[config.mk]
export PLATFORM = sky130hd
export DESIGN_NAME = psms_sequencer
export DESIGN_NICKNAME = d
export VERILOG_FILES = /design/src/rtl/psms_pkg.sv /design/src/rtl/psms_sequencer.sv
export SDC_FILE = /design/constraint.sdc
export NUM_CORES = 1
export LEC_CHECK = 0
export ABC_AREA = 1
export BUFFER_PORTS_ARGS = -buffer_cell sky130_fd_sc_hd__buf_2
export CELL_PAD_IN_SITES_DETAIL_PLACEMENT = 0
export CELL_PAD_IN_SITES_GLOBAL_PLACEMENT = 1
export CORE_ASPECT_RATIO = 0.7
export CORE_MARGIN = 3
export CORE_UTILIZATION = 45
export CTS_CLUSTER_SIZE = 28
export DETAILED_ROUTE_END_ITERATION = 12
export HOLD_SLACK_MARGIN = 0.02
export PLACE_DENSITY = 0.9
export SETUP_SLACK_MARGIN = 0.5
export SYNTH_ARGS = -nofsm -noshare
export SYNTH_HDL_FRONTEND = slang
export SYNTH_SLANG_ARGS = --single-unit
[constraint.sdc]
create_clock -name core_clk -period 3.3 [get_ports core_clk]
set_input_delay 0.33 -clock core_clk [delete_from_list [all_inputs] [get_ports core_clk]]
set_output_delay 0.33 -clock core_clk [all_outputs]
set_load 0.01 [all_outputs]
[src/rtl/psms_pkg.sv]
package psms_pkg;

	// timer oscillator rate and derived timing
	localparam int unsigned CLK_HZ          = 25000000;
	localparam int unsigned STARTUP_US      = 2500;
	localparam int unsigned STARTUP_CYC     = (STARTUP_US * (CLK_HZ / 1000)) / 1000;
	localparam int unsigned CORE_STEP_CYC   = STARTUP_CYC / 4;
	localparam int unsigned WAKE_LOW_US     = 100;
	localparam int unsigned WAKE_LOW_CYC    = (WAKE_LOW_US * (CLK_HZ / 1000) + 999) / 1000;

	// register map
	localparam logic [7:0] ADDR_CTRL        = 8'h00;
	localparam logic [7:0] ADDR_WAKE_EN     = 8'h04;
	localparam logic [7:0] ADDR_STATUS      = 8'h08;
	localparam logic [7:0] ADDR_CLKDIV      = 8'h0c;

	// control register fields
	localparam int unsigned CTRL_AUTO_SW    = 0;
	localparam int unsigned CTRL_BOD_EN     = 1;
	localparam int unsigned CTRL_SLEEP_REQ  = 2;
	localparam int unsigned CTRL_DEEP_REQ   = 3;
	localparam int unsigned CTRL_DPD_REQ    = 4;
	localparam int unsigned CTRL_BAT_OFF    = 5;
	localparam int unsigned CTRL_SW_RESET   = 6;
	localparam logic [7:0]  CTRL_RESET      = 8'h01;

	// wake enable fields
	localparam int unsigned WAKE_PIN_EN     = 0;
	localparam int unsigned WAKE_RF_EN      = 1;
	localparam logic [7:0]  WAKE_RESET      = 8'h00;

	// clock divider select: 0 = 8 MHz ... 7 = 62.5 kHz
	localparam logic [2:0]  CLKDIV_RESET    = 3'h4;

	typedef enum logic [2:0] {
		ST_UNPOWERED,
		ST_CORE_UP,
		ST_ANALOG_UP,
		ST_ACTIVE,
		ST_SLEEP,
		ST_DEEP_SLEEP,
		ST_DEEP_PD
	} psms_state_type;

	typedef struct packed {
		logic bat_ok;
		logic field_ok;
		logic reset_pin;
		logic wake_pin;
		logic rail_low;
		logic sysosc_ok;
		logic flash_ok;
	} psms_pins_type;

	typedef struct packed {
		logic rtc_event;
		logic wdt_event;
		logic start_irq;
	} psms_wake_type;

endpackage

[src/rtl/psms_sequencer.sv]
// The placing of the registers and the strobed register port are this design's own decisions.
`timescale 1ns/10ps
module psms_sequencer (
	input  wire logic                 core_clk,
	input  wire logic                 rst,
	input  wire psms_pkg::psms_pins_type pins,
	input  wire psms_pkg::psms_wake_type wake_src,
	input  wire logic                 wdt_reset,
	input  wire logic [7:0]           reg_addr,
	input  wire logic [7:0]           reg_wdata,
	input  wire logic                 reg_wr,
	input  wire logic                 reg_rd,
	output logic [7:0]                reg_rdata,
	output logic                      battery_power_switch,
	output logic                      field_power_switch,
	output logic                      comparator_en,
	output logic                      core_regulator,
	output logic                      analog_regulator,
	output logic                      core_reset,
	output logic                      cpu_boot,
	output logic                      powerdown_flag,
	output logic                      sleep_flag,
	output logic                      brownout_irq,
	output logic [2:0]                sysclk_div
);

	////////////////////////////////////////////////////////////////////////////////
	// input synchronisers: two flops per pin before any logic
	psms_pkg::psms_pins_type pins_s1_r;
	psms_pkg::psms_pins_type pins_r;
	psms_pkg::psms_wake_type wake_s1_r;
	psms_pkg::psms_wake_type wake_r;
	logic                    wdt_s1_r;
	logic                    wdt_r;

	always_ff @(posedge core_clk)
	begin
		pins_s1_r <= pins;
		pins_r    <= pins_s1_r;
		wake_s1_r <= wake_src;
		wake_r    <= wake_s1_r;
		wdt_s1_r  <= wdt_reset;
		wdt_r     <= wdt_s1_r;
	end

	// reset pin edge history
	logic reset_pin_d_r;
	logic reset_rise;

	always_ff @(posedge core_clk)
	begin
		if (rst)
			reset_pin_d_r <= 1'b1;                                 // idle level high: no false rise
		else
			reset_pin_d_r <= pins_r.reset_pin;
	end

	// rising edge of the released reset pin arms the battery switch
	assign reset_rise = pins_r.reset_pin & ~reset_pin_d_r;

	////////////////////////////////////////////////////////////////////////////////
	// software registers
	// control, wake enable and clock select storage
	logic [7:0] ctrl_r;
	logic [7:0] wake_en_r;
	logic [2:0] clkdiv_r;
	logic       sw_reset;
	logic       auto_sw;

	// control, wake enable and clock select writes; the timer oscillator has no off bit
	always_ff @(posedge core_clk)
	begin
		if (rst)
		begin
			ctrl_r    <= psms_pkg::CTRL_RESET;
			wake_en_r <= psms_pkg::WAKE_RESET;
			clkdiv_r  <= psms_pkg::CLKDIV_RESET;
		end
		else if (core_reset)
		begin
			ctrl_r   <= psms_pkg::CTRL_RESET;
			clkdiv_r <= psms_pkg::CLKDIV_RESET;
		end
		else if (reg_wr)
		begin
			case (reg_addr)
				psms_pkg::ADDR_CTRL:    ctrl_r    <= reg_wdata;
				psms_pkg::ADDR_WAKE_EN: wake_en_r <= reg_wdata;
				psms_pkg::ADDR_CLKDIV:  clkdiv_r  <= reg_wdata[2:0];
				default:                ;
			endcase
		end
		else
			ctrl_r[psms_pkg::CTRL_SW_RESET] <= 1'b0;              // self-clearing
	end

	// decoded control bits
	assign sw_reset = ctrl_r[psms_pkg::CTRL_SW_RESET];
	assign auto_sw  = ctrl_r[psms_pkg::CTRL_AUTO_SW];

	////////////////////////////////////////////////////////////////////////////////
	// source selection and power switches
	// armed flag and selected source
	logic bat_armed_r;
	logic use_bat;
	logic use_field;
	logic powered;

	// battery switch held open after connect until a pin rise or field arrives
	always_ff @(posedge core_clk)
	begin
		if (rst)
			bat_armed_r <= 1'b0;
		else if (reset_rise || pins_r.field_ok)
			bat_armed_r <= 1'b1;
		else if (ctrl_r[psms_pkg::CTRL_BAT_OFF] && !pins_r.field_ok)
			bat_armed_r <= 1'b0;
	end

	// battery wins when good, field otherwise; forced battery when auto is off
	always_comb
	begin
		use_bat   = 1'b0;
		use_field = 1'b0;
		if (!auto_sw)
			use_bat = bat_armed_r;
		else if (pins_r.bat_ok && bat_armed_r)
			use_bat = 1'b1;
		else if (pins_r.field_ok)
			use_field = 1'b1;
	end

	// any live source keeps the always-on logic running
	assign powered = use_bat | use_field | pins_r.field_ok;

	// switch drives and comparator enable, registered so outputs come from flops
	always_ff @(posedge core_clk)
	begin
		if (rst)
		begin
			battery_power_switch <= 1'b0;
			field_power_switch   <= 1'b0;
			comparator_en        <= 1'b0;
		end
		else
		begin
			battery_power_switch <= use_bat;
			field_power_switch   <= pins_r.field_ok;
			comparator_en        <= auto_sw;
		end
	end

	////////////////////////////////////////////////////////////////////////////////
	// power state sequencer
	// sequencer state, step counter and wake decodes
	psms_pkg::psms_state_type state_r;
	logic [16:0]              cnt_r;
	logic                     ds_wake;
	logic                     dpd_wake;
	logic                     pin_wake;
	logic [11:0]              wake_low_cnt_r;
	logic                     any_reset;

	// wake pin must stay low long enough before it counts
	always_ff @(posedge core_clk)
	begin
		if (rst || pins_r.wake_pin)
			wake_low_cnt_r <= '0;
		else if (wake_low_cnt_r != 12'(psms_pkg::WAKE_LOW_CYC))
			wake_low_cnt_r <= wake_low_cnt_r + 12'h001;
	end

	// pin wake after the full low time; reset sources combined
	assign pin_wake = (wake_low_cnt_r == 12'(psms_pkg::WAKE_LOW_CYC));
	assign any_reset = ~pins_r.reset_pin | wdt_r | sw_reset;

	// deep sleep wake sources
	assign ds_wake = ~pins_r.reset_pin | wake_r.rtc_event | wake_r.wdt_event | wdt_r
		| pin_wake | (pins_r.field_ok & wake_en_r[psms_pkg::WAKE_RF_EN])
		| wake_r.start_irq;
	// deep power-down wake sources, narrower set
	assign dpd_wake = ~pins_r.reset_pin | wake_r.rtc_event
		| (pin_wake & wake_en_r[psms_pkg::WAKE_PIN_EN])
		| (pins_r.field_ok & wake_en_r[psms_pkg::WAKE_RF_EN]);

	// five modes with staged regulator startup
	always_ff @(posedge core_clk)
	begin
		if (rst)
		begin
			state_r <= psms_pkg::ST_UNPOWERED;
			cnt_r   <= '0;
		end
		else if (!powered)
		begin
			state_r <= psms_pkg::ST_UNPOWERED;
			cnt_r   <= '0;
		end
		else
		begin
			case (state_r)
				psms_pkg::ST_UNPOWERED:
				begin
					state_r <= psms_pkg::ST_CORE_UP;
					cnt_r   <= '0;
				end
				psms_pkg::ST_CORE_UP:
				begin
					cnt_r <= cnt_r + 17'h00001;
					if (cnt_r >= 17'(psms_pkg::CORE_STEP_CYC) && pins_r.sysosc_ok)
						state_r <= psms_pkg::ST_ANALOG_UP;
				end
				psms_pkg::ST_ANALOG_UP:
				begin
					if (cnt_r < 17'(psms_pkg::STARTUP_CYC))
						cnt_r <= cnt_r + 17'h00001;
					else if (pins_r.flash_ok)
						state_r <= psms_pkg::ST_ACTIVE;
				end
				psms_pkg::ST_ACTIVE:
				begin
					if (ctrl_r[psms_pkg::CTRL_DPD_REQ])
						state_r <= psms_pkg::ST_DEEP_PD;
					else if (ctrl_r[psms_pkg::CTRL_DEEP_REQ])
						state_r <= psms_pkg::ST_DEEP_SLEEP;
					else if (ctrl_r[psms_pkg::CTRL_SLEEP_REQ])
						state_r <= psms_pkg::ST_SLEEP;
				end
				psms_pkg::ST_SLEEP:
				begin
					if (ds_wake || !ctrl_r[psms_pkg::CTRL_SLEEP_REQ])
						state_r <= psms_pkg::ST_ACTIVE;
				end
				psms_pkg::ST_DEEP_SLEEP:
				begin
					if (ds_wake)
						state_r <= psms_pkg::ST_ACTIVE;
				end
				psms_pkg::ST_DEEP_PD:
				begin
					if (dpd_wake)
					begin
						state_r <= psms_pkg::ST_CORE_UP;
						cnt_r   <= '0;
					end
				end
				default: state_r <= psms_pkg::ST_UNPOWERED;
			endcase
		end
	end

	////////////////////////////////////////////////////////////////////////////////
	// regulator enables, flags, resets and boot
	always_ff @(posedge core_clk)
	begin
		if (rst)
		begin
			core_regulator   <= 1'b0;
			analog_regulator <= 1'b0;
			powerdown_flag   <= 1'b0;
			sleep_flag       <= 1'b0;
			core_reset       <= 1'b1;
			cpu_boot         <= 1'b0;
		end
		else
		begin
			// independent enables per regulator
			core_regulator   <= (state_r != psms_pkg::ST_UNPOWERED)
				&& (state_r != psms_pkg::ST_DEEP_PD);
			analog_regulator <= (state_r != psms_pkg::ST_UNPOWERED)
				&& (state_r != psms_pkg::ST_DEEP_PD)
				&& (state_r != psms_pkg::ST_CORE_UP);
			powerdown_flag   <= (state_r == psms_pkg::ST_DEEP_PD);
			sleep_flag       <= (state_r == psms_pkg::ST_SLEEP)
				|| (state_r == psms_pkg::ST_DEEP_SLEEP);
			// core reset until regulator on and oscillator stable
			core_reset       <= !(core_regulator && pins_r.sysosc_ok) || any_reset;
			cpu_boot         <= (state_r == psms_pkg::ST_ACTIVE) && pins_r.flash_ok
				&& !any_reset;
		end
	end

	////////////////////////////////////////////////////////////////////////////////
	// brownout and clock select outputs
	always_ff @(posedge core_clk)
	begin
		if (rst)
		begin
			brownout_irq <= 1'b0;
			sysclk_div   <= psms_pkg::CLKDIV_RESET;
		end
		else
		begin
			brownout_irq <= ctrl_r[psms_pkg::CTRL_BOD_EN] && pins_r.rail_low;
			sysclk_div   <= clkdiv_r;
		end
	end

	////////////////////////////////////////////////////////////////////////////////
	// read port: data one cycle after the read strobe
	always_ff @(posedge core_clk)
	begin
		if (rst)
			reg_rdata <= 8'h00;
		else if (reg_rd)
		begin
			case (reg_addr)
				psms_pkg::ADDR_CTRL:    reg_rdata <= ctrl_r;
				psms_pkg::ADDR_WAKE_EN: reg_rdata <= wake_en_r;
				psms_pkg::ADDR_STATUS:  reg_rdata <= {state_r, use_field, use_bat,
					brownout_irq, powerdown_flag, sleep_flag};
				psms_pkg::ADDR_CLKDIV:  reg_rdata <= {5'h00, clkdiv_r};
				default:                reg_rdata <= 8'h00;
			endcase
		end
		else
			reg_rdata <= 8'h00;
	end

endmodule

# Word-level counts from Yosys, hierarchy flattened
# Index checks and enable logic that the tools add are counted.
# W data, S select, Z words.
# classes
add_sub_neg	2
n_lt_le_gt_ge	2
eq_ne	21
mux	21
n_bitwise	21
reduce_logical	32
# op_table
operator	count
$pmux W17 S4	1
$mux W17	2
$pmux W8 S4	1
$mux W3	9
$pmux W3 S7	1
$add A17 B1 Y17 const B	1
$ge A17 B14 Y1 const B	1
$lt A17 B16 Y1 const B	1
$eq A8 B4 Y1 const B	2
$ne A2 B2 Y1 const B	7
$add A12 B1 Y12 const B	1
$eq A12 B12 Y1 const B	1
$ne A12 B12 Y1 const B	1
$or A1 B1 Y1	12
$eq A3 B3 Y1 const B	3
$logic_and A1 B1 Y1	9
$eq A8 B3 Y1 const B	1
$logic_not A8 Y1	1
$mux W1	7
$reduce_and A7 Y1	1
$eq A3 B2 Y1 const B	2
$not A1 Y1	6
$reduce_and A3 Y1	2
$reduce_or A2 Y1	3
13 further kinds	23
# word_totals
register_bits	96
input_bits	31
output_inout_bits	21
elab_cells	142

# Logic depth before layout (Yosys ltp)
# Gate-level depths: netlist of the first run.
# logic_depth
word_depth	10
mapped_depth	14

# Worst setup path before layout of the first run
# Ideal clock, no wire load.
# synth_timing
kind	register to register
startpoint	register wake_low_cnt_r[0]
endpoint	register cnt_r[5]
setup_time_ns	0.114
t_arrival_ns	1.433
required_time_ns	3.186
slack_ns	1.753
path_stages_with_launch	13
n_path_buf	1
synth_period_minus_slack_ns	1.547
path_cell_list	dfxtp_1 inv_1 ha_1 nand2_1 nor2_2 nand4_2 a21oi_2 nand2_4 inv_4 buf_8 nand2_2 nor2_1 nor2_2
# synth_between
elab_chain_len	6
# synth_lines
element	line	text
start: declaration	psms_sequencer.sv:161	logic [11:0] wake_low_cnt_r;
start signal: assignment	psms_sequencer.sv:170	wake_low_cnt_r <= wake_low_cnt_r + 12'h001;
$eq A12 B12 Y1	psms_sequencer.sv:174	assign pin_wake = (wake_low_cnt_r == 12'(psms_pkg::WAKE_LOW_CYC));
$and A1 B1 Y1	psms_sequencer.sv:183	| (pin_wake & wake_en_r[psms_pkg::WAKE_PIN_EN])
$or A1 B1 Y1	psms_sequencer.sv:183	
$or A1 B1 Y1	psms_sequencer.sv:184	| (pins_r.field_ok & wake_en_r[psms_pkg::WAKE_RF_EN]);
$ne A2 B2 Y1 (no line)	-	
$reduce_and A3 Y1 (no line)	-	
end signal: assignment	psms_sequencer.sv:209	cnt_r <= cnt_r + 17'h00001;
end signal: assignment	psms_sequencer.sv:216	cnt_r <= cnt_r + 17'h00001;
end: declaration	psms_sequencer.sv:157	logic [16:0] cnt_r;
# No other way between the ends.
# A chain may end at the register's enable or synchronous reset.

# Final worst setup path of the first run
# layout_timing
startpoint	register ctrl_r[0]
endpoint	register cnt_r[0]
# layout_between
elab_chain_len	5
word_cells_on_any_way	6
classes_between	mux: 2; bitwise: 3; reduce/logical: 1
# layout_lines
element	line	text
start: declaration	psms_sequencer.sv:64	logic [7:0] ctrl_r;
start signal: assignment	psms_sequencer.sv:75	ctrl_r <= psms_pkg::CTRL_RESET;
start signal: assignment	psms_sequencer.sv:81	ctrl_r <= psms_pkg::CTRL_RESET;
start signal: assignment	psms_sequencer.sv:87	psms_pkg::ADDR_CTRL: ctrl_r <= reg_wdata;
$mux W1	psms_sequencer.sv:125	if (!auto_sw)
$or A1 B1 Y1 (*) (2 in a row)	psms_sequencer.sv:134	assign powered = use_bat | use_field | pins_r.field_ok;
$not A1 Y1 (no line) (*)	-	
$reduce_or A2 Y1 (no line) (*)	-	
# Mark *: on every way between the ends. The rest lies on a longest branch, timed or not.

==> results.toml, run 1 <==
[global_routing]
use_met3_pct = 5.537
met1_usage_pct = 32.07
use_met2_pct = 26.38
busiest_layer = "met1"
antenna_found_initial = 0
grt_pass1_vias = 3373
grt_usage_pct = 20.37
grt_max_degree = 23
grt_first_pass_wirelength_um = 16490
grt-ovfl-total = 0

[finish]
diodes = 0
syn_to_final_growth_pct = 16.25
nets = 650
drive_gt1_share_pct = 16.13

[worst_setup_path]
worstPathCellList = "inv_1 -> o21ai_0 -> nor2_1 -> nor2_1 -> inv_1 -> o21ai_1 -> a21oi_1"
path_delay_family = "simple AND/OR/NAND/NOR gates"
reg2reg_slack_ns = 1.43
crit_path_start_kind = "flip-flop"
r2r_end = "cnt_r[0]$_SDFFE_PP0P_"
cpPeakStageDelay_ns = 0.63
cp_data_required_time_ns = 3.54
cp_num_buf_inv = 2
arrival_ns = 2.11
worst_r2r_path_depth = 7
cp_slowest_cell = "nor2_1"
critical_path.max_fanout = 11
end_kind = "flip-flop"
path_class = "flip-flop to flip-flop"
r2r-start = "ctrl_r[0]$_SDFFE_PP1P_"

[die]
core-area_um2 = 8618
fp.dieArea_um2 = 10250
ioPinCount = 52
die_w_um = 119.7
num_rows = 28
die_h_um = 85.61
start_util_pct = 47.27

[synthesis]
postSynth.topFlopCell = "dfxtp_1"
synth_top_area_share_pct = 47.17
syn_avg_cell_area_um2 = 7.288
synthTopCellsByCount = "nand2_1, dfxtp_1, nor2_1"
syn-instance-count = 559
synth-edff-count = 0
ys_async_sr_fraction_pct = 0
seq_area_frac_synth_pct = 47.17
synth_seq_cells = 96
synth_nets = 594
yosysUniqueCellTypes = 34
synth_area_um2 = 4074
synth_top_cell_by_area = "dfxtp_1"
ys.warnings.count = 0
synth.area.top_cells = "dfxtp_1, nand2_1, nor2_1"
synth.most_common_cell = "nand2_1"

[clocking]
worstSkewPairLatency_ns = 0.35
cts_root_buffer = "clkbuf_16"
clockBufferDepth = 2
clock_sinks = 96
cts_tree = "built"
postCtsSetupRepairBufs = 0
htreeDepth = 3
ctsHoldBuffers = 0
path_clk_slew_ns = 0.07
cts_resized = 0
numCtsBuffers = 9

[sta]
fin_crit_ns = 1.868
hold_viol_final = 0
skew_ns = 0.009217
drv_slew = 0
slew-limit-headroom_pct = 45.96
tightest_slew_ns = 0.8076
setup_ws_ns = 1.432
finalCritPeriodShare_pct = 56.59
rsz0062_at_grt = "no"
finalSetupTns_ns = 0
setup_viol = 0
max_freq_mhz = 535.5

[placed_design]
dp_slack_ns = 1.439
gp_congestion = 0.9193
place_hpwl_um = 7444
portBuffers = 51

[status]
status = "complete, no violations"

[detailed_routing]
initialDrtViolationCount = 370
drt_first_pass_iters = 5
viasPerCell = 5.031
drc = 0
postRouteAntennaNets = 0
vias = 3723
wl_um = 9787
drt-wirelength-per-cell_um = 13.23

[run]
max_cap_violations = 0

[power_and_ir_drop]
power_frac_comb_pct = 12.3
switchingPower_uw = 761.3
p_seq_share_pct = 47.8
leakage_nw = 2.053
p_per_area_nw_per_um2 = 549.5
vdd.ir_drop.worst_mv = 0.3551
clkPwrFrac_pct = 39.8
p_sw_share_pct = 29.25
intPower_mw = 1.841

[hold_path]
min_path_type = "primary input to flip-flop"
whs_path_depth = 1
min_to = "pins_s1_r[5]$_DFF_P_"
hp-start = "pins[5]"
[metal layers]
layer	wire length (um)	share of wire, %
met5	0	0
met4	122	1.2
met3	837	8.6
met2	3710	38
met1	5116	52
[area by class of cell]
type	count	area [um^2]
Timing Repair Buffer	51	255.2
Multi-Input combinational cell	374	1788
Clock inverter	7	81.33
Inverter	83	314.1
Sequential cell	96	1922
Fill cell	844	3882
Tap cell	120	150.1
Clock buffer	9	225.2
[through the flow]
stage | power [mW] | instances | area, um^2 | hold WS (ns) | util (%)
floorplan | 1.497 | 559 | 4074 | 0.3096 | -
global placement | 1.582 | 724 | 4429 | 0.3095 | 51.39
detailed placement | 1.588 | 724 | 4429 | 0.3121 | 51.39
CTS | 2.624 | 740 | 4736 | 0.06350 | 54.95
global route | 2.727 | 740 | 4736 | 0.05648 | 54.95
finish | 2.602 | 740 | 4736 | 0.07718 | 54.95
[sequential cells by signal (all words and copies together) (netlist names), 3 cells and up]
name and count:
clkdiv_r 3, cnt_r 17, ctrl_r 8, pins_r 7, pins_s1_r 7, reg_rdata 8
state_r 3, sysclk_div 3, wake_en_r 8, wake_low_cnt_r 12, wake_r 3, wake_s1_r 3
[worst max-delay path by stage]
stage,start,cells after the start,endpoint
2_1_floorplan,wake_low_cnt_r[0]$_SDFFE_PP0P_,12,cnt_r[5]$_SDFFE_PP0P_
3_3_place_gp,ctrl_r[0]$_SDFFE_PP1P_,7,cnt_r[0]$_SDFFE_PP0P_
3_5_place_dp,ctrl_r[0]$_SDFFE_PP1P_,7,cnt_r[0]$_SDFFE_PP0P_
4_1_cts,ctrl_r[0]$_SDFFE_PP1P_,7,cnt_r[0]$_SDFFE_PP0P_
5_1_grt,ctrl_r[0]$_SDFFE_PP1P_,7,cnt_r[0]$_SDFFE_PP0P_
6_report,ctrl_r[0]$_SDFFE_PP1P_,7,cnt_r[0]$_SDFFE_PP0P_
[placed cells by master, fill, tap and decap left out, types with 2 or more instances in the layout]
cell type	netlist	layout
nand2_1	112	112
nor2_1	96	96
dfxtp_1	96	96
inv_1	74	74
buf_2	1	51
a21oi_1	31	31
o21ai_0	30	30
nand3_1	30	30
nor3_1	16	16
clkbuf_16	0	9
nand4_1	8	8
inv_2	8	8
nor2_2	6	6
xor2_1	6	6
o211ai_1	5	5
nand2_2	5	5
o21ai_2	5	5
o22ai_1	4	4
ha_1	4	4
nand4_2	2	2
o221ai_1	2	2
o21ai_1	2	2
o21a_1	2	2
inv_6	0	2
inv_8	0	2
clkinv_8	0	2
[power by group through the flow]
| stage | clock network (mW) | registers (mW) | logic (mW) |
|---|---|---|---|
| 2_1_floorplan | 0 | 1.26 | 0.232 |
| 3_3_place_gp | 0 | 1.27 | 0.313 |
| 3_5_place_dp | 0 | 1.27 | 0.319 |
| 4_1_cts | 1.06 | 1.24 | 0.321 |
| 5_1_grt | 1.11 | 1.25 | 0.366 |
| 6_report | 1.04 | 1.24 | 0.321 |
[logic make-up (layout without fill, tap and decap cells)]
group / after synthesis / count (layout) / synth area share (%)
and+or+nand+nor: 280 / 280 / 29.33
buffers and inverters: 89 / 150 / 8.937
DFF: 96 / 96 / 47.17
AOI/OAI and AO/OA: 84 / 84 / 12.04
adders and majority gates: 4 / 4 / 1.229
xor gates and xnor gates: 6 / 6 / 1.290
Note: power is estimated with default switching activity, not from simulation.
==> run 2: changes to the inputs <==
--- a/config.mk
+++ b/config.mk
@@ -11,11 +11,11 @@
 export CELL_PAD_IN_SITES_GLOBAL_PLACEMENT = 1
 export CORE_ASPECT_RATIO = 0.7
 export CORE_MARGIN = 3
-export CORE_UTILIZATION = 45
+export CORE_UTILIZATION = 37
 export CTS_CLUSTER_SIZE = 28
 export DETAILED_ROUTE_END_ITERATION = 12
 export HOLD_SLACK_MARGIN = 0.02
-export PLACE_DENSITY = 0.9
+export PLACE_DENSITY = 0.8
 export SETUP_SLACK_MARGIN = 0.5
 export SYNTH_ARGS = -nofsm -noshare
 export SYNTH_HDL_FRONTEND = slang
==> constraint.sdc (replaced) <==
create_clock -name core_clk -period 1.7 [get_ports core_clk]
set_input_delay 0.17 -clock core_clk [delete_from_list [all_inputs] [get_ports core_clk]]
set_output_delay 0.17 -clock core_clk [all_outputs]
set_load 0.01 [all_outputs]
==> run 2 against run 1 <==
Net effect: cell count rose by 11%; clock skew is 0.0034 ns lower; largest cell class is now multi-input gates; maximum frequency grew 14%; combinational power rose to 2.9 times the previous value; largest power group unchanged; die area up 20%; final area grew 18%; hold slack about the same; clock power is 91% higher.
==> results.toml, run 2 (synthesis results as in run 1) <==
[placed_design]
place_hpwl_um = 8187
dp_slack_ns = 0.02970
post_dp_cell_area_um2 = 4743
gp_congestion = 0.8912
portBuffers = 51

[sta]
fin_crit_ns = 1.633
drv_slew = 0
hold_viol_final = 0
slew-limit-headroom_pct = 75.77
max_freq_mhz = 612.5
setup_ws_ns = 0.06745
skew_ns = 0.005772
tightest_slew_ns = 0.3606
finalCritPeriodShare_pct = 96.03
rsz0062_at_grt = "yes"
setup_viol = 0

[clocking]
htreeDepth = 3
clock_sinks = 96
cts_root_buffer = "clkbuf_16"
numCtsBuffers = 9
worstSkewPairLatency_ns = 0.34
path_clk_slew_ns = 0.07
cts_tree = "built"
clockBufferDepth = 2

[detailed_routing]
wl_um = 11140
initialDrtViolationCount = 420
drc = 0
postRouteAntennaNets = 0
drt-wirelength-per-cell_um = 13.51
drt_first_pass_iters = 5
vias = 3939
viasPerCell = 4.780

[finish]
drive_gt1_share_pct = 30.33
top_regs = "cnt_r: 17 flops, wake_low_cnt_r: 12 flops"
final_cell_area_um2 = 5575
final_common_cell = "nand2_1"
nets = 706
largest_register_ffs = 17
fill_cells = 1019
diodes = 0
top_register = "cnt_r"
syn_to_final_growth_pct = 36.86
final_cell_mix = "nand2_1, nor2_1, dfxtp_1"

[die]
die_w_um = 131.4
fp.dieArea_um2 = 12330
ioPinCount = 52
start_util_pct = 38.61
core-area_um2 = 10550
num_rows = 31
die_h_um = 93.79

[global_routing]
grt_first_pass_wirelength_um = 17370
grt_pass1_vias = 3550
grt_max_degree = 20
grt_usage_pct = 17.49
antenna_found_initial = 0
grt-ovfl-total = 0

[power_and_ir_drop]
vdd.ir_drop.worst_mv = 0.6884
leakage_nw = 2.390
p_per_area_nw_per_um2 = 956.0

[worst_setup_path]
critical_path.max_fanout = 4
arrival_ns = 1.86
cp_data_required_time_ns = 1.93
path_class = "flip-flop to flip-flop"
end_kind = "flip-flop"
crit_path_start_kind = "flip-flop"

[hold_path]
min_path_type = "primary input to flip-flop"

[status]
status = "complete, no violations"

[run]
max_cap_violations = 0
-- run 2: power by group --
group / switching (mW) / total, mW / internal [mW] / leakage [nW]
registers: 0.0756 / 2.42 / 2.34 / 0.792
logic: 0.551 / 0.918 / 0.367 / 1.46
clock network: 0.951 / 1.99 / 1.04 / 0.141
-- run 2: area by class of cell --
type                            instances  area, um^2  share of cell area [%]
Tap cell                              148       185.2                   3.321
Clock buffer                            9       225.2                   4.039
Clock inverter                          7       73.82                   1.324
Timing Repair Buffer                  105       758.2                   13.60
Sequential cell                        96        1943                   34.85
Multi-Input combinational cell        375        2057                   36.89
Timing Repair inverter                  1       6.256                  0.1122
Inverter                               83       326.6                   5.857
-- run 2: critical path: stages, from the launching register on --
cell and delay [ns]:
dfxtp_2 0.33, inv_2 0.08, ha_4 0.14, nand2_4 0.05
nor2_4 0.11, buf_4 0.12, buf_6 0.09, nand3_4 0.07
buf_4 0.14, buf_4 0.14, inv_4 0.06, nor2_1 0.04
o21ai_1 0.09, a21oi_1 0.05
-- run 2: what timing repair did --
item	CTS	global route
hold endpoints to repair	11	0
gates resized for setup	26	52
endpoints found under the setup margin	39	39
pin swaps	8	18
cloned	0	3
setup buffers	9	7
hold buffers	11	0
-- run 2: metrics by stage --
step                TNS (ns)  util [%]  power (mW)  std cells  hold slack, ns
detailed placement         0     44.96       3.154        778          0.2736
finish                     0     52.85       5.330        824         0.07681
floorplan                  0         -       2.917        559          0.1977
global placement           0     44.96       3.149        778          0.2721
CTS                        0     50.13       5.201        814         0.06502
global route         -0.4404     52.85       5.595        824         0.07413
-- run 2: final timing paths --
check,start,to,slack [ns],cells past startpoint
worst max-delay path,wake_low_cnt_r[0]$_SDFFE_PP0P_,wake_low_cnt_r[9]$_SDFFE_PP0P_,0.07,13
worst min-delay path,reg_wdata[5],ctrl_r[5]$_SDFFE_PP0P_,0.08,3
worst max register to register,wake_low_cnt_r[0]$_SDFFE_PP0P_,wake_low_cnt_r[9]$_SDFFE_PP0P_,0.07,13
worst min register to register,wdt_s1_r$_DFF_P_,wdt_r$_DFF_P_,0.33,0
-- run 2: metal layers --
layer | routed length [um] | part of all wire, % | global-route usage (%)
met1 | 5720 | 51 | 26.80
met2 | 4554 | 41 | 24.10
met3 | 763 | 6.9 | 4.604
met4 | 98 | 0.88 | 4.021
met5 | 0 | 0 | 0
==> run 3: changes to the inputs <==
--- a/config.mk
+++ b/config.mk
@@ -5,13 +5,13 @@
 export SDC_FILE = /design/constraint.sdc
 export NUM_CORES = 1
 export LEC_CHECK = 0
-export ABC_AREA = 1
+export ABC_AREA = 0
 export BUFFER_PORTS_ARGS = -buffer_cell sky130_fd_sc_hd__buf_2
 export CELL_PAD_IN_SITES_DETAIL_PLACEMENT = 0
 export CELL_PAD_IN_SITES_GLOBAL_PLACEMENT = 1
 export CORE_ASPECT_RATIO = 0.7
 export CORE_MARGIN = 3
-export CORE_UTILIZATION = 37
+export CORE_UTILIZATION = 39
 export CTS_CLUSTER_SIZE = 28
 export DETAILED_ROUTE_END_ITERATION = 12
 export HOLD_SLACK_MARGIN = 0.02
==> run 3 against run 2 <==
Net effect: the flow now finishes with violations (setup timing); core utilization up 6.6 points; count of clock-buffer cells in the layout unchanged; register-to-register slack worse by 0.28 ns; synthesized cell count down 31%; sequential share of layout area up 0.23 points; maximum frequency down 15%; clock skew up 0.0019 ns; largest cell class unchanged.
==> results.toml, run 3 <==
[power_and_ir_drop]
p_per_area_nw_per_um2 = 834.8
clkPwrFrac_pct = 41.3
power_frac_comb_pct = 8.0
intPower_mw = 3.477
leakage_nw = 2.258
vdd.ir_drop.worst_mv = 0.7388
switchingPower_mw = 1.117
p_sw_share_pct = 24.31
p_seq_share_pct = 50.8
total_power_mw = 4.594

[placed_design]
portBuffers = 51
gp_congestion = 0.8234
place_hpwl_um = 6868
placedCellCount = 606

[run]
max_cap_violations = 0

[clocking]
numCtsBuffers = 9
clockBufferDepth = 2
cts_tree = "built"
path_clk_slew_ns = 0.07
cts_root_buffer = "clkbuf_16"
htreeDepth = 3
worstSkewPairLatency_ns = 0.34
clock_sinks = 96

[global_routing]
antenna_found_initial = 0
grt_max_degree = 18
grt_first_pass_wirelength_um = 15820
grt-ovfl-total = 0
grt_pass1_vias = 3142
grt_usage_pct = 18.76

[sta]
drv_slew = 0
skew_ns = 0.007638
max_freq_mhz = 523.1
setup_viol = 19
fin_hold_ws_ns = 0.1039
fin_crit_ns = 1.912
setup_ws_ns = -0.2116
rsz0062_at_grt = "yes"
finalCritPeriodShare_pct = 112.4
hold_viol_final = 0
tightest_slew_ns = 0.4087
slew-limit-headroom_pct = 72.65

[status]
status = "finished, violations left"
violations = "setup timing"

[worst_setup_path]
crit_path_start_kind = "flip-flop"
path_class = "flip-flop to flip-flop"
cpPeakStageDelay_ns = 0.33
worstPathCellList = "inv_2 -> ha_1 -> and4b_2 -> nand4_4 -> buf_6 -> a211oi_4 -> nand3_2 -> or3_1 -> a21oi_1"
r2r-start = "wake_low_cnt_r[0]$_SDFFE_PP0P_"
cp_slowest_cell = "dfxtp_2"
end_kind = "flip-flop"
arrival_ns = 2.19
cp_data_required_time_ns = 1.98
startpoint = "wake_low_cnt_r[0]$_SDFFE_PP0P_"
critical_path.max_fanout = 3

[finish]
diodes = 0
largest_register_ffs = 17
final_cell_mix = "dfxtp_1, nor2_1, buf_4"
syn_to_final_growth_pct = 45.20
final_common_cell = "dfxtp_1"
drive_gt1_share_pct = 41.48
nets = 558
post-route-util_pct = 59.47
top_register = "cnt_r"
top_regs = "cnt_r: 17 flops, wake_low_cnt_r: 12 flops"
fill_cells = 798
instances_no_fill = 652

[synthesis]
postSynth.topFlopCell = "dfxtp_1"
syn-instance-count = 385
synth_top_cell_by_area = "dfxtp_1"
yosysUniqueCellTypes = 48
synth_nets = 420
ys.warnings.count = 0
synth_seq_cells = 96
synth_area_um2 = 3790
ys_async_sr_fraction_pct = 0
synthTopCellsByCount = "dfxtp_1, nor2_1, mux2i_1"
syn_avg_cell_area_um2 = 9.844
synth.area.top_cells = "dfxtp_1, nor2_1, mux2i_1"
synth.most_common_cell = "dfxtp_1"
synth-edff-count = 0
seq_area_frac_synth_pct = 50.71
synth_top_area_share_pct = 50.71

[die]
die_w_um = 123.8
core-area_um2 = 9253
num_rows = 29
ioPinCount = 52
start_util_pct = 40.96
fp.dieArea_um2 = 10960
die_h_um = 88.48

[detailed_routing]
vias = 3273
drt_first_pass_iters = 4
drc = 0
initialDrtViolationCount = 205
viasPerCell = 5.020
postRouteAntennaNets = 0
wl_um = 9929
drt-wirelength-per-cell_um = 15.23

[hold_path]
min_path_type = "primary input to flip-flop"
hp-start = "reg_wdata[7]"
[run 3: kinds of logic (layout without fill, tap and decap cells)]
group | Yosys count | in the layout | share of synthesized area, %
muxes | 28 | 28 | 8.385
buffers and inverters | 24 | 167 | 2.476
and+or+nand+nor | 170 | 170 | 23.77
AOI/OAI and AO/OA | 40 | 40 | 8.023
DFF | 96 | 96 | 50.71
adders and majority gates | 4 | 4 | 1.321
xor gates and xnor gates | 23 | 23 | 5.315
[run 3: worst paths after layout]
kind	endpoint	slack, ns	depth (start not counted)
hold / removal	wake_en_r[7]$_SDFFE_PP0P_	0.10	3
setup reg to reg	cnt_r[16]$_SDFFE_PP0P_	-0.21	9
hold reg to reg	pins_r[2]$_DFF_P_	0.33	0
setup / recovery	cnt_r[16]$_SDFFE_PP0P_	-0.21	9
[run 3: worst max-delay path: cells and delay by family (launching register included)]
family,cells,cell delay [ns]
and+or+nand+nor,4,0.81
DFF,1,0.33
adders and majority gates,1,0.13
AOI/OAI and AO/OA,2,0.36
buffers and inverters,2,0.21
[run 3: final cells by class]
cell class              count  area (um^2)  area share, %
multi-input cells         265         2068          37.59
clock inverters             7        52.55         0.9550
repair buffers            141         1033          18.78
flip-flops and latches     96         1931          35.08
well taps                 124        155.1          2.819
clock buffers               9        225.2          4.093
inverters                  10        37.54         0.6821
[run 3: repair_timing]
item,4_1_cts,5_1_grt
resized for setup,40,36
setup endpoints to repair,59,61
setup buffers,11,8
gates cloned,0,0
pin swaps,21,33
hold buffers,11,0
endpoints found under the hold margin,11,0
[run 3: routing by layer]
| metal | wire [um] | vias up | global-route usage (%) | part of all wire [%] |
|---|---|---|---|---|
| li1 | - | 1624 | - | - |
| met1 | 4808 | 1552 | 26.58 | 48 |
| met2 | 4426 | 93 | 28.89 | 45 |
| met3 | 647 | 4 | 4.281 | 6.5 |
| met4 | 46 | 0 | 5.126 | 0.46 |
| met5 | 0 | - | 0 | 0 |
[run 3: metrics by stage]
stage	instance area (um^2)	TNS, ns	worst slack [ns]
after floorplan	3855	-0.9086	-0.1142
after global placement	4649	-3.639	-0.2015
after detailed placement	4649	-4.165	-0.2338
after CTS	5286	-1.741	-0.1847
after global routing	5503	-3.683	-0.2751
final	5503	-2.007	-0.2116
[run 3: power by group through the flow]
| stage | logic (mW) | clock network, mW | registers [mW] |
|---|---|---|---|
| floorplan | 0.166 | 0 | 2.38 |
| global placement | 0.288 | 0 | 2.38 |
| detailed placement | 0.292 | 0 | 2.38 |
| CTS | 0.337 | 1.95 | 2.33 |
| global route | 0.398 | 2.04 | 2.33 |
| finish | 0.365 | 1.90 | 2.33 |
